File: src/logic/dam_defines.svh
`ifndef DAM_DEFINES_SVH
`define DAM_DEFINES_SVH

// register offsets (byte addresses)
`define DAM_OFF_STATUS   8'h00
`define DAM_OFF_MASK     8'h04
`define DAM_OFF_LIVE     8'h08
`define DAM_OFF_WDOG     8'h0C
`define DAM_OFF_FREQ     8'h10
`define DAM_OFF_FLO      8'h14
`define DAM_OFF_FHI      8'h18
`define DAM_OFF_GATE     8'h1C

// flag bit positions
`define DAM_B_WDOG       0
`define DAM_B_MECH       1
`define DAM_B_OBUF       2
`define DAM_B_OVLD       3
`define DAM_B_SHORT      4
`define DAM_B_COIL2      5
`define DAM_B_COIL1      6
`define DAM_B_SED        7
`define DAM_B_DED        8
`define DAM_B_OSC        9
`define DAM_NFLAGS       10

// reset values
`define DAM_RST_MASK     10'h000
`define DAM_RST_WDOG     32'h0000_0000
`define DAM_RST_FLO      16'h0000
`define DAM_RST_FHI      16'hFFFF
`define DAM_RST_GATE     16'h03E8

// start-up counter end value; the window lasts one cycle more
`define DAM_STARTUP_CYC  16'h0010

`endif

File: src/logic/dam_pkg.sv
package dam_pkg;
   typedef enum logic [1:0] {
      DAM_PH_STARTUP,
      DAM_PH_RUN
   } dam_phase_t;
endpackage : dam_pkg
File: src/logic/dam_freq_meter.sv
`timescale 1ns/10ps
`include "dam_defines.svh"
module dam_freq_meter #(
   parameter int WIDTH = 16
) (
   input  wire logic             clock_in,
   input  wire logic             reset_n_in,
   input  wire logic             osc_tick_in,
   input  wire logic [WIDTH-1:0] gate_len_in,
   output logic [WIDTH-1:0]      count_out,
   output logic                  update_out
);
   logic [WIDTH-1:0] gate_q;
   logic [WIDTH-1:0] acc_q;
   logic             tick_d1_q;

   // count oscillator edges over a programmable gate of gate_len_in system clocks
   always_ff @(posedge clock_in) begin
      if (!reset_n_in) begin
         gate_q     <= '0;
         acc_q      <= '0;
         count_out  <= '0;
         update_out <= 1'b0;
         tick_d1_q  <= 1'b0;
      end else begin
         tick_d1_q  <= osc_tick_in;
         update_out <= 1'b0;
         if (gate_q >= gate_len_in) begin
            gate_q     <= '0;
            count_out  <= acc_q;
            update_out <= 1'b1;
            acc_q      <= '0;
         end else begin
            gate_q <= gate_q + WIDTH'(1);
            if (osc_tick_in && !tick_d1_q) begin
               acc_q <= acc_q + WIDTH'(1);
            end
         end
      end
   end
endmodule : dam_freq_meter

File: src/logic/dam_monitor.sv
`timescale 1ns/10ps
`include "dam_defines.svh"
// Overview of operation
// - nonzero watchdog value starts the timer, first expiry latches its request until reset
// - watchdog expiry sets its flag and restarts the period at once
// - zero watchdog value stops the timer, no further requests
// - coil-to-coil short tested once after reset, held until next reset
// - each receiver coil has its own continuous failure flag
// - output buffer flag when an output pair mean leaves half supply
// - overload flag while output load current exceeds limit
// - mechanical damage monitored continuously, static flag
// - memories guarded by check code, alarm on single or double errors
// - oscillator frequency measured and readable as proportional value
// - host sets frequency limits, flag when value lies outside them
// - static flags stay set until reset
// - temporary flags clear when the fault source goes
// - each diagnostic has its own interrupt enable
// - start-up diagnostics evaluated only in power-up window
module dam_monitor
   import dam_pkg::*;
#(
   parameter int WD_WIDTH = 32,
   parameter int FQ_WIDTH = 16
) (
   input  wire logic        clock_in,
   input  wire logic        reset_n_in,
   input  wire logic        wb_cyc_in,
   input  wire logic        wb_stb_in,
   input  wire logic        wb_we_in,
   input  wire logic [7:0]  wb_adr_in,
   input  wire logic [3:0]  wb_sel_in,
   input  wire logic [31:0] wb_dat_in,
   output logic [31:0]      wb_dat_out,
   output logic             wb_ack_out,
   input  wire logic        mech_damage_in,
   input  wire logic        out_pair_offset_in,
   input  wire logic        out_overload_in,
   input  wire logic        coil_short_in,
   input  wire logic        first_receiver_coil_fail_in,
   input  wire logic        second_receiver_coil_fail_in,
   input  wire logic        single_bit_error_detect_in,
   input  wire logic        double_bit_error_detect_in,
   input  wire logic        osc_tick_in,
   output logic             interrupt_request_low_out,
   output logic             irq_out
);
   localparam int NF = `DAM_NFLAGS;

   logic [NF-1:0]       status_q;
   logic [NF-1:0]       mask_q;
   logic [NF-1:0]       live_d;
   logic [NF-1:0]       sticky_q;
   logic [WD_WIDTH-1:0] wd_reload_q;
   logic [WD_WIDTH-1:0] wd_cnt_q;
   logic                wd_fire_q;
   logic [FQ_WIDTH-1:0] flo_q;
   logic [FQ_WIDTH-1:0] fhi_q;
   logic [FQ_WIDTH-1:0] gate_q;
   logic [FQ_WIDTH-1:0] freq_val;
   logic                freq_upd;
   logic                osc_bad_q;
   logic                short_q;
   logic [15:0]         start_cnt_q;
   dam_phase_t          phase_q;
   logic                access;
   logic                wr;
   logic [31:0]         rd_d;

   ////////////////////////////////////////////////////////////////////////
   // byte-lane merge used by every writable register except status
   function automatic logic [31:0] merge(input logic [31:0] old, input logic [31:0] nw,
                                         input logic [3:0] sel);
      logic [31:0] r;
      r = old;
      for (int i = 0; i < 4; i++) begin
         if (sel[i]) begin
            r[i*8 +: 8] = nw[i*8 +: 8];
         end
      end
      return r;
   endfunction : merge

   assign access = wb_cyc_in && wb_stb_in && !wb_ack_out;
   assign wr     = access && wb_we_in;

   ////////////////////////////////////////////////////////////////////////
   // start-up phase
   always_ff @(posedge clock_in) begin
      if (!reset_n_in) begin
         phase_q     <= DAM_PH_STARTUP;
         start_cnt_q <= '0;
      end else begin
         case (phase_q)
            DAM_PH_STARTUP: begin
               start_cnt_q <= start_cnt_q + 16'h0001;
               if (start_cnt_q == `DAM_STARTUP_CYC) begin
                  phase_q <= DAM_PH_RUN;
               end
            end
            DAM_PH_RUN:    phase_q <= DAM_PH_RUN;
            default:       phase_q <= DAM_PH_STARTUP;
         endcase
      end
   end

   // coil short sampled only during start-up, held until reset
   always_ff @(posedge clock_in) begin
      if (!reset_n_in) begin
         short_q <= 1'b0;
      end else if (phase_q == DAM_PH_STARTUP && coil_short_in) begin
         short_q <= 1'b1;
      end
   end

   ////////////////////////////////////////////////////////////////////////
   // watchdog
   always_ff @(posedge clock_in) begin
      if (!reset_n_in) begin
         wd_reload_q <= WD_WIDTH'(`DAM_RST_WDOG);
      end else if (wr && wb_adr_in == `DAM_OFF_WDOG) begin
         wd_reload_q <= WD_WIDTH'(merge(32'(wd_reload_q), wb_dat_in, wb_sel_in));
      end
   end

   always_ff @(posedge clock_in) begin
      if (!reset_n_in) begin
         wd_cnt_q  <= '0;
         wd_fire_q <= 1'b0;
      end else begin
         wd_fire_q <= 1'b0;
         if (wd_reload_q == '0) begin
            wd_cnt_q <= '0;
         end else if (wd_cnt_q == '0) begin
            wd_cnt_q <= wd_reload_q;
         end else if (wd_cnt_q == WD_WIDTH'(1)) begin
            wd_cnt_q  <= wd_reload_q;
            wd_fire_q <= 1'b1;
         end else begin
            wd_cnt_q <= wd_cnt_q - WD_WIDTH'(1);
         end
      end
   end

   ////////////////////////////////////////////////////////////////////////
   // oscillator frequency
   dam_freq_meter #(
      .WIDTH(FQ_WIDTH)
   ) u_meter (
      .clock_in    (clock_in),
      .reset_n_in  (reset_n_in),
      .osc_tick_in (osc_tick_in),
      .gate_len_in (gate_q),
      .count_out   (freq_val),
      .update_out  (freq_upd)
   );

   // lower frequency limit
   always_ff @(posedge clock_in) begin
      if (!reset_n_in) begin
         flo_q <= FQ_WIDTH'(`DAM_RST_FLO);
      end else if (wr && wb_adr_in == `DAM_OFF_FLO) begin
         flo_q <= FQ_WIDTH'(merge(32'(flo_q), wb_dat_in, wb_sel_in));
      end
   end

   // upper frequency limit
   always_ff @(posedge clock_in) begin
      if (!reset_n_in) begin
         fhi_q <= FQ_WIDTH'(`DAM_RST_FHI);
      end else if (wr && wb_adr_in == `DAM_OFF_FHI) begin
         fhi_q <= FQ_WIDTH'(merge(32'(fhi_q), wb_dat_in, wb_sel_in));
      end
   end

   // measurement gate length in clocks
   always_ff @(posedge clock_in) begin
      if (!reset_n_in) begin
         gate_q <= FQ_WIDTH'(`DAM_RST_GATE);
      end else if (wr && wb_adr_in == `DAM_OFF_GATE) begin
         gate_q <= FQ_WIDTH'(merge(32'(gate_q), wb_dat_in, wb_sel_in));
      end
   end

   always_ff @(posedge clock_in) begin
      if (!reset_n_in) begin
         osc_bad_q <= 1'b0;
      end else if (freq_upd) begin
         osc_bad_q <= (freq_val < flo_q) || (freq_val > fhi_q);
      end
   end

   ////////////////////////////////////////////////////////////////////////
   // flag sources
   always_comb begin
      live_d = '0;
      live_d[`DAM_B_WDOG]  = wd_fire_q;
      live_d[`DAM_B_MECH]  = mech_damage_in;
      live_d[`DAM_B_OBUF]  = out_pair_offset_in;
      live_d[`DAM_B_OVLD]  = out_overload_in;
      live_d[`DAM_B_SHORT] = short_q;
      live_d[`DAM_B_COIL2] = second_receiver_coil_fail_in;
      live_d[`DAM_B_COIL1] = first_receiver_coil_fail_in;
      live_d[`DAM_B_SED]   = single_bit_error_detect_in;
      live_d[`DAM_B_DED]   = double_bit_error_detect_in;
      live_d[`DAM_B_OSC]   = osc_bad_q;
   end

   // static flags latch until reset, temporary ones follow the source
   always_ff @(posedge clock_in) begin
      if (!reset_n_in) begin
         sticky_q <= '0;
      end else begin
         sticky_q[`DAM_B_WDOG]  <= sticky_q[`DAM_B_WDOG]  | live_d[`DAM_B_WDOG];
         sticky_q[`DAM_B_MECH]  <= sticky_q[`DAM_B_MECH]  | live_d[`DAM_B_MECH];
         sticky_q[`DAM_B_SHORT] <= sticky_q[`DAM_B_SHORT] | live_d[`DAM_B_SHORT];
         sticky_q[`DAM_B_DED]   <= sticky_q[`DAM_B_DED]   | live_d[`DAM_B_DED];
         sticky_q[`DAM_B_OBUF]  <= live_d[`DAM_B_OBUF];
         sticky_q[`DAM_B_OVLD]  <= live_d[`DAM_B_OVLD];
         sticky_q[`DAM_B_COIL2] <= live_d[`DAM_B_COIL2];
         sticky_q[`DAM_B_COIL1] <= live_d[`DAM_B_COIL1];
         sticky_q[`DAM_B_SED]   <= live_d[`DAM_B_SED];
         sticky_q[`DAM_B_OSC]   <= live_d[`DAM_B_OSC];
      end
   end

   ////////////////////////////////////////////////////////////////////////
   // interrupt status: set on flag, write one to clear, set wins
   always_ff @(posedge clock_in) begin
      if (!reset_n_in) begin
         status_q <= '0;
      end else begin
         for (int i = 0; i < NF; i++) begin
            if (sticky_q[i]) begin
               status_q[i] <= 1'b1;
            end else if (wr && wb_adr_in == `DAM_OFF_STATUS && wb_sel_in[i/8] && wb_dat_in[i]) begin
               status_q[i] <= 1'b0;
            end
         end
      end
   end

   always_ff @(posedge clock_in) begin
      if (!reset_n_in) begin
         mask_q <= `DAM_RST_MASK;
      end else if (wr && wb_adr_in == `DAM_OFF_MASK) begin
         mask_q <= NF'(merge(32'(mask_q), wb_dat_in, wb_sel_in));
      end
   end

   always_ff @(posedge clock_in) begin
      if (!reset_n_in) begin
         irq_out                   <= 1'b0;
         interrupt_request_low_out <= 1'b1;
      end else begin
         irq_out                   <= |(status_q & mask_q);
         interrupt_request_low_out <= ~|(status_q & mask_q);
      end
   end

   ////////////////////////////////////////////////////////////////////////
   // bus read path
   always_comb begin
      case (wb_adr_in)
         `DAM_OFF_STATUS: rd_d = 32'(status_q);
         `DAM_OFF_MASK:   rd_d = 32'(mask_q);
         `DAM_OFF_LIVE:   rd_d = 32'(sticky_q);
         `DAM_OFF_WDOG:   rd_d = 32'(wd_reload_q);
         `DAM_OFF_FREQ:   rd_d = 32'(freq_val);
         `DAM_OFF_FLO:    rd_d = 32'(flo_q);
         `DAM_OFF_FHI:    rd_d = 32'(fhi_q);
         `DAM_OFF_GATE:   rd_d = 32'(gate_q);
         default:         rd_d = 32'h0000_0000;
      endcase
   end

   always_ff @(posedge clock_in) begin
      if (!reset_n_in) begin
         wb_ack_out <= 1'b0;
         wb_dat_out <= 32'h0000_0000;
      end else begin
         wb_ack_out <= access;
         if (access && !wb_we_in) begin
            wb_dat_out <= rd_d;
         end
      end
   end
endmodule : dam_monitor

File: config.mk
export PLATFORM = sky130hd
export DESIGN_NAME = dam_monitor
export DESIGN_NICKNAME = d
export VERILOG_FILES = /design/src/logic/dam_pkg.sv /design/src/logic/dam_freq_meter.sv /design/src/logic/dam_monitor.sv
export VERILOG_INCLUDE_DIRS = /design/src /design/src/logic
export SDC_FILE = /design/constraint.sdc
export NUM_CORES = 1
export LEC_CHECK = 0
export BUFFER_PORTS_ARGS = -buffer_cell sky130_fd_sc_hd__clkbuf_2
export CAP_MARGIN = 40
export CORE_MARGIN = 5
export CORE_UTILIZATION = 54
export CTS_CLUSTER_DIAMETER = 120
export DETAILED_ROUTE_END_ITERATION = 16
export GPL_TIMING_DRIVEN = 1
export PLACE_DENSITY = 0.8
export SYNTH_ARGS = -nofsm -noshare
export SYNTH_HDL_FRONTEND = slang
export SYNTH_SLANG_ARGS = --single-unit
File: constraint.sdc
create_clock -name clock_in -period 2.69 [get_ports clock_in]
set_input_delay 0.807 -clock clock_in [delete_from_list [all_inputs] [get_ports clock_in]]
set_output_delay 0.807 -clock clock_in [all_outputs]
set_load 0.02 [all_outputs]
# Word level (Yosys, flattened, before mapping)

Index checks and enable logic that the tools add are counted.

Register bits: 248
Output and inout bits: 35

$add $sub $neg: 4
Order comparisons: 3
Equal/unequal tests: 11
Muxes and demuxes: 27
Bitwise logic cells: 6
Reductions and logical operators: 59

Operators with widths:

| cell                                               | count |
|---|---|
| one-hot mux 32 bit (8 select lines)                | 1 |
| logical NOT 32 bit                                 | 2 |
| 2-to-1 mux 32 bit                                  | 2 |
| adder 16 x 1 -> 16 bit, second input constant      | 3 |
| == test 32 x 1 -> 1 bit, second input constant     | 1 |
| == test 8 x 5 -> 1 bit, second input constant      | 4 |
| subtractor 32 x 1 -> 32 bit, second input constant | 1 |
| logical AND 1 bit                                  | 24 |
| AND reduction 2 bit                                | 12 |
| 2-to-1 mux 1 bit                                   | 22 |
| nonzero test 2 bit                                 | 10 |
| == test 16 x 5 -> 1 bit, second input constant     | 1 |
| == test 8 x 4 -> 1 bit, second input constant      | 2 |
| greater-or-equal comparator 16 bit                 | 1 |
| > comparator 16 bit                                | 1 |
| less-than comparator 16 bit                        | 1 |
| bitwise AND 10 bit                                 | 1 |
| OR reduction 10 bit                                | 1 |
| == test 8 x 3 -> 1 bit, second input constant      | 1 |
| logical NOT 8 bit                                  | 1 |
| logical NOT 1 bit                                  | 4 |
| bitwise OR 1 bit                                   | 4 |
| one-hot mux 2 bit (2 select lines)                 | 1 |
| OR reduction 2 bit                                 | 2 |
| other kinds (7)                                    | 7 |

# Longest topological paths before layout

Gate-level depths: netlist of the first run.

Depth in word-level cells: 8
Gate-level depth with buffers: 9
Gate-level depth less buffers: 7

# By module

A second synthesis of the first run with hierarchy kept.

Cell total of the unflattened synthesis: 1427
Area total of the unflattened synthesis: 11991.5 um^2

By module, submodules not included:

| module         | instances | cells each | area an instance (um^2) | sequential area each (um^2) |
|---|---|---|---|---|
| dam_monitor    | 1         | 1147       | 9554.2                  | 3943.8 |
| dam_freq_meter | 1         | 280        | 2437.3                  | 1001.0 |

# Worst setup path after synthesis of the first run

No wires, ideal clock.

Path type: in2reg
From: input wb_adr_in[3]
To: register flo_q[0]
Arrival: 2.472 ns
Required time: 2.568 ns
Slack: 0.096 ns
Stages on the path: 8
Path through: buf_2 nor4b_1 and2_1 clkbuf_1 clkbuf_1 nand2_1 nand2_1 a21boi_0

Cells in the longest elaborated chain, start to end: 3

Ends and longest elaborated chain:

| element                       | RTL line           | source |
|---|---|---|
| from (decl)                   | dam_monitor.sv:30  | `input wire logic [7:0] wb_adr_in,` |
| == test 8 x 5 -> 1 bit        | -                  |  |
| logical AND 1 bit (no line)   | -                  |  |
| AND reduction 2 bit (no line) | -                  |  |
| to (signal assigned)          | dam_monitor.sv:160 | `` flo_q <= FQ_WIDTH'(`DAM_RST_FLO); `` |
| to (signal assigned)          | dam_monitor.sv:162 | `flo_q <= FQ_WIDTH'(merge(32'(flo_q), wb_dat_in, wb_sel_in));` |
| to (decl)                     | dam_monitor.sv:56  | `logic [FQ_WIDTH-1:0] flo_q;` |

Every way passes these cells.
A chain may end at the register's enable or synchronous reset.

# Final worst setup path of the first run

From: register wd_cnt_q[8]
To: register wd_cnt_q[10]

Cells in the longest elaborated chain, start to end: 3

Ends and longest elaborated chain:

| element                                                                | RTL line                               | source |
|---|---|---|
| from (decl)                                                            | dam_monitor.sv:54                      | `logic [WD_WIDTH-1:0] wd_cnt_q;` |
| from (signal assigned)                                                 | dam_monitor.sv:134                     | `wd_cnt_q <= wd_reload_q;` |
| from (signal assigned)                                                 | dam_monitor.sv:136                     | `wd_cnt_q <= wd_reload_q;` |
| from (signal assigned)                                                 | dam_monitor.sv:139                     | `wd_cnt_q <= wd_cnt_q - WD_WIDTH'(1);` |
| subtractor 32 x 1 -> 32 bit or == test 32 x 1 -> 1 bit (tied branches) | dam_monitor.sv:139, dam_monitor.sv:135 |  |
| 2-to-1 mux 32 bit                                                      | dam_monitor.sv:135                     | `end else if (wd_cnt_q == WD_WIDTH'(1)) begin` |
| 2-to-1 mux 32 bit (*)                                                  | dam_monitor.sv:133                     | `end else if (wd_cnt_q == '0) begin` |

Every way passes the cells marked *; elsewhere a longest branch is shown, timed or not.

==> impl_metrics.ini, run 1 <==
[status]
outcome = complete, no violations

[logic_synthesis]
synth-edff-count = 0
synth-seq-area-share = 0.416
syn-num-nets = 1507
synth_area_leaders = dfxtp_1 (42%), a21boi_0 (6.1%), nand2_1 (6.1%), ha_1 (5.6%), nand3_1 (5.2%)
avgSynthCellArea_sq_um = 8.51
synth_top_cell_by_area = dfxtp_1
synth_compound_area_frac = 0.181
async_flop_share = 0
syn_area_sq_mm = 0.0119
synth.distinct_cells = 60
synthSimpleGateAreaFrac = 0.232
yosysWarnings = 0
synth_top_cell_area_share = 0.416
synthCells = 1396
synth_top_family_by_area = simple AND/OR/NAND/NOR gates
synthFlopType = dfxtp_1
synthMuxAreaShare = 0.0179
synth-seq-cells = 247
yosys.area_share.adder = 0.0558
synth-xor-area-share = 0.0516

[detailed_routing]
drt-total-wl_um = 34000
firstDrtPassIters = 7
vias = 10900
first_iter_violations = 1091
via_per_inst = 6.08
wire_per_inst_um = 18.9
drc_errors = 0
final_antenna_net_count = 0

[clock_tree]
clk_path_buf_depth = 3
cts_buffers = 27
root_buffer = clkbuf_16
post-cts-setup-buffers = 0
cts_resized = 0
hold_buffers = 0
cts_sinks = 247
htreeDepth = 1
cts_tree = built
path_clk_slew_ns = 0.06
insertion_delay_ns = 0.53

[floorplan]
die_y_um = 158
rows = 54
num_io_pins = 93
fp.dieArea_sq_mm = 0.0251
core_area_sq_mm = 0.0218
fp.dieW_um = 158
initial_core_util = 0.546

[finish]
layout-area-overhead-vs-synth_pct = 17.0
fillers = 1822
nNetsFinal = 1610
drive_gt1_frac = 0.142

[setup_path]
worstPathRequired_ns = 3.06
cp.arrival_ns = 2.86
endpoint = wd_cnt_q[10]
startpoint = wd_cnt_q[8]
worstSetupPathType = reg -> reg
reg2reg_depth = 6
start_kind = register
crit_fanout = 12
rr_startpoint = wd_cnt_q[8]
cp-end-kind = register
r2r_slack_ns = 0.20
r2r_end = wd_cnt_q[10]

[timing]
slew-limit-headroom = 0.368
min_period_ns = 2.49
finalMaxSlewViolations = 0
fin_crit_sh = 0.925
fmax_ghz = 0.402
finClkSkew_ns = 0.0105
tightest_slew_ns = 0.938
setup_viol = 0
grt_setup_unrepaired = no
hold_violations = 0
fin_ws_ns = 0.202

[global_route]
grt_first_pass_wirelength_um = 54900
grt_max_degree = 110
grt_pass1_vias = 10500
track_usage = 0.270
grt_overflow_total = 0
antenna_found_initial = 1

[place]
portBuffers = 92
dp_hpwl_um = 24600
gp_congestion = 1.01
pre_cts_slack_ns = -0.0458

[power_and_ir_drop]
p_leak_nw = 5.63
total_power_mw = 7.97
p_per_area_mw_per_mm2 = 574
ir_drop_uv = 622

[hold_path]
holdCritPathClass = reg -> reg
holdPathStages = 1

[job]
drv.max_cap_violation_count = 0
-- power by group --
part | leakage [nW] | switching [mW] | total, mW | internal [mW]
Clock | 0.472 | 1.51 | 3.95 | 2.43
Sequential | 2.00 | 0.0296 | 3.72 | 3.69
Combinational | 3.16 | 0.185 | 0.306 | 0.121
-- registers in the layout, indices dropped and copies added, names as in the netlist, 10 cells and up --
name	count
sticky_q	10
u_meter.gate_q	16
start_cnt_q	16
wd_cnt_q	32
wb_dat_out	32
status_q	10
gate_q	16
fhi_q	16
wd_reload_q	32
flo_q	16
mask_q	10
u_meter.acc_q	16
u_meter.count_out	16
-- worst max-delay path, cell delays in order (launching register included) --
cell       delay [ns]
dfxtp_1          0.33
or4_1            0.68
nor4_2           0.40
o2111ai_2        0.41
buf_4            0.31
nor2_1           0.11
a211oi_1         0.07
-- stage by stage --
stage	cell area (sq um)	util	cells	TNS, ns	hold slack (ns)
detailed placement	12900	0.594	1750	-0.284	0.431
global route	13900	0.639	1799	0	0.457
global placement	12900	0.594	1750	-0.927	0.419
CTS	13900	0.638	1798	0	0.442
finish	13900	0.639	1799	0	0.438
floorplan	11900	-	1396	0	0.405
-- worst min-delay path by stage --
| stage | end | from | slack (ns) |
|---|---|---|---|
| global placement | sticky_q[0] | wd_fire_q | 0.42 |
| CTS | sticky_q[0] | wd_fire_q | 0.44 |
| detailed placement | sticky_q[0] | wd_fire_q | 0.43 |
| finish | sticky_q[0] | wd_fire_q | 0.44 |
| floorplan | sticky_q[0] | wd_fire_q | 0.41 |
| global route | sticky_q[0] | wd_fire_q | 0.46 |
-- cells by family after synthesis --
| group | Yosys count |
|---|---|
| AND/OR/NAND/NOR | 561 |
| XOR/XNOR | 70 |
| multiplexers | 20 |
| AO/OA/AOI/OAI | 306 |
| adder cells (fa/ha/maj) | 53 |
| flip-flops | 247 |
| buffers and inverters | 139 |
-- placed cells by master (no fill, tap or decap), types with 11 or more instances in the layout --
cell	n
a21boi_0	97
clkbuf_2	91
nor4_1	21
xnor2_1	45
nand2_1	194
a22o_1	11
nor3_1	26
a22oi_1	18
a222oi_1	13
xor2_1	25
a21oi_1	45
o211ai_1	17
nand3_1	123
a21o_1	11
nor2_1	78
inv_1	59
o21ai_0	40
and2_1	25
a211oi_1	15
nor2b_1	11
dfxtp_1	247
clkbuf_16	27
buf_4	59
o21a_1	16
mux2i_1	19
ha_1	53
nand4_1	25
-- synth_stat cells (all sizes together) (3+ instances only) --
cell type	number
dfxtp	247
nand2	194
nand3	123
a21boi	97
nor2	78
clkbuf	69
inv	59
ha	53
a21oi	45
xnor2	45
o21ai	40
nor3	27
and2	26
nand4	25
nor4	25
xor2	25
mux2i	19
a22oi	18
o211ai	17
o21a	16
a211oi	15
a222oi	13
a21o	11
a22o	11
buf	11
nor2b	11
or4	9
and3	8
or3	8
and4	5
nor4b	5
o2111ai	4
a221oi	3
nand2b	3
nand4b	3
o22ai	3
-- area by class of cell --
type | instances | area (sq um) | area share
Multi-Input combinational cell | 1010 | 6440 | 0.463
Sequential cell | 247 | 4940 | 0.356
Timing Repair Buffer | 154 | 978 | 0.0704
Clock buffer | 36 | 790 | 0.0568
Tap cell | 280 | 350 | 0.0252
Inverter | 59 | 221 | 0.0159
Clock inverter | 12 | 169 | 0.0122
Antenna cell | 1 | 2.50 | 0.000180
-- metal layers --
metal  part of all wire  up-vias  track usage
met5                  0        -            0
met3              0.082      113       0.0397
li1                   -     5175            -
met1               0.43     5167        0.368
met2               0.45      479        0.435
met4              0.042        0        0.104
Power figures use the tool's default switching activity.
==> inputs of run 2 (changes only) <==
CORE_ASPECT_RATIO = 1.4   (was unset)
==> run 2 against run 1 <==
  * First-iteration DRC count down 30%
  * Critical path type unchanged
  * Worst hold slack gained 0.0048 ns
  * Global-route usage decreased by 0.74 points
  * Setup slack better by 0.062 ns
  * Core utilization decreased by 1.2 points
  * Via count down 2.5%
  * Sequential cell count did not move
  * Power shrank 7.0%
  * Critical path depth rose by 3
  * Wire length shrank 2.6%
  * Combinational power decreased by 2%
==> impl_metrics.ini, run 2 (synthesis gave the netlist of run 1 again) <==
[status]
outcome = complete, no violations

[floorplan]
rows = 64
initial_core_util = 0.545
core_area_sq_mm = 0.0218
fp.dieW_um = 135
num_io_pins = 93
fp.dieArea_sq_mm = 0.0251
die_y_um = 185

[timing]
slew-limit-headroom = 0.578
fmax_ghz = 0.412
finClkSkew_ns = 0.00798
tightest_slew_ns = 0.634
fin_crit_sh = 0.902
min_period_ns = 2.43
finalMaxSlewViolations = 0
setup_viol = 0
holdWs_ns = 0.442
tns_ns = 0
hold_violations = 0
grt_setup_unrepaired = no

[detailed_routing]
firstDrtPassIters = 6
drt-total-wl_um = 33100
vias = 10700
final_antenna_net_count = 0
first_iter_violations = 759
via_per_inst = 5.95
wire_per_inst_um = 18.5
drc_errors = 0

[clock_tree]
cts_sinks = 247
cts_buffers = 24
clk_path_buf_depth = 3
root_buffer = clkbuf_16
htreeDepth = 1
post-cts-setup-buffers = 0
hold_buffers = 0
insertion_delay_ns = 0.52
path_clk_slew_ns = 0.07
cts_tree = built
cts_resized = 0

[global_route]
grt_pass1_vias = 10700
track_usage = 0.263
grt_max_degree = 89
antenna_found_initial = 0
grt_overflow_total = 0
grt_first_pass_wirelength_um = 53700

[finish]
fin_cells = 1793
fin_area_sq_mm = 0.0136
final_cell_mix = dfxtp_1 (247), nand2_1 (194), nand3_1 (123)
fillers = 1871
final_common_cell = dfxtp_1
drive_gt1_frac = 0.128
layout-area-overhead-vs-synth_pct = 14.9
reg_top3 = wb_dat_out: 32 flops, wd_cnt_q: 32 flops, wd_reload_q: 32 flops
utilization = 0.627
nNetsFinal = 1591
register_area_sq_mm = 0.00494
multi_input_area_sq_mm = 0.00644

[setup_path]
slowest_stage = dfxtp_1
worstPathRequired_ns = 3.12
crit_fanout = 18
start_kind = register
crit_chain = inv_1 > ha_1 > a21o_1 > a21o_1 > a221oi_1 > buf_4 > o31a_1 > buf_12 > mux2i_1
cp_slowest_stage_delay_ns = 0.41
worstSetupPathType = reg -> reg
cp-end-kind = register
cp.arrival_ns = 2.86
crit_path_frequent_cell = a21o_1

[power_and_ir_drop]
clockPowerShare = 0.458
swShare = 0.217
ir_drop_uv = 474
p_leak_nw = 5.47
power_switching_mw = 1.61
p_per_area_mw_per_mm2 = 543
seqPwrFrac = 0.501
p_comb_frac = 0.040
p_int_mw = 5.81

[place]
dpl_cell_area_sq_mm = 0.0128
dp_hpwl_um = 24700
gp_congestion = 1.01
dp.cells = 1751
portBuffers = 92

[job]
drv.max_cap_violation_count = 0

[hold_path]
holdCritPathClass = reg -> reg
-- run 2: layer usage --
metal | wire [um] | vias up | global-route usage
met2 | 16900 | 376 | 0.477
met3 | 1910 | 129 | 0.0343
li1 | - | 5139 | -
met5 | 0 | - | 0
met1 | 12400 | 5016 | 0.291
met4 | 1970 | 0 | 0.155
-- run 2: final cells by class --
class / count / area share
diodes: 1 / 0.000183
well taps: 297 / 0.0272
multi-input cells: 1010 / 0.472
flip-flops and latches: 247 / 0.362
inverters: 59 / 0.0162
clock inverters: 5 / 0.00385
repair buffers: 138 / 0.0638
clock buffers: 36 / 0.0547
-- run 2: worst max-delay path: cells and delay by family (launching register included) --
family	cells	cell delay, ns
compound gates	4	0.92
buf+inv	3	0.46
flops	1	0.41
fa+ha+maj	1	0.32
mux	1	0.24
-- run 2: path summary, 6_finish.rpt --
kind                  start                    end  slack (ns)  cells past startpoint
hold / removal    wd_fire_q            sticky_q[0]        0.44                      1
setup reg to reg  gate_q[5]  u_meter.count_out[11]        0.26                      9
setup / recovery  gate_q[5]  u_meter.count_out[11]        0.26                      9
hold reg to reg   wd_fire_q            sticky_q[0]        0.44                      1
-- run 2: through the flow --
step	power (mW)	worst slack (ns)
floorplan	3.94	0.0958
global placement	4.09	0.0522
detailed placement	4.09	-0.0104
CTS	7.48	0.230
global route	7.64	0.149
finish	7.42	0.264
-- run 2: power by group through the flow --
stage	sequential (mW)	clock (mW)	combinational, mW
2_1_floorplan	3.79	0	0.156
3_3_place_gp	3.80	0	0.287
3_5_place_dp	3.80	0	0.294
4_1_cts	3.72	3.46	0.296
5_1_grt	3.72	3.60	0.322
6_report	3.72	3.40	0.299
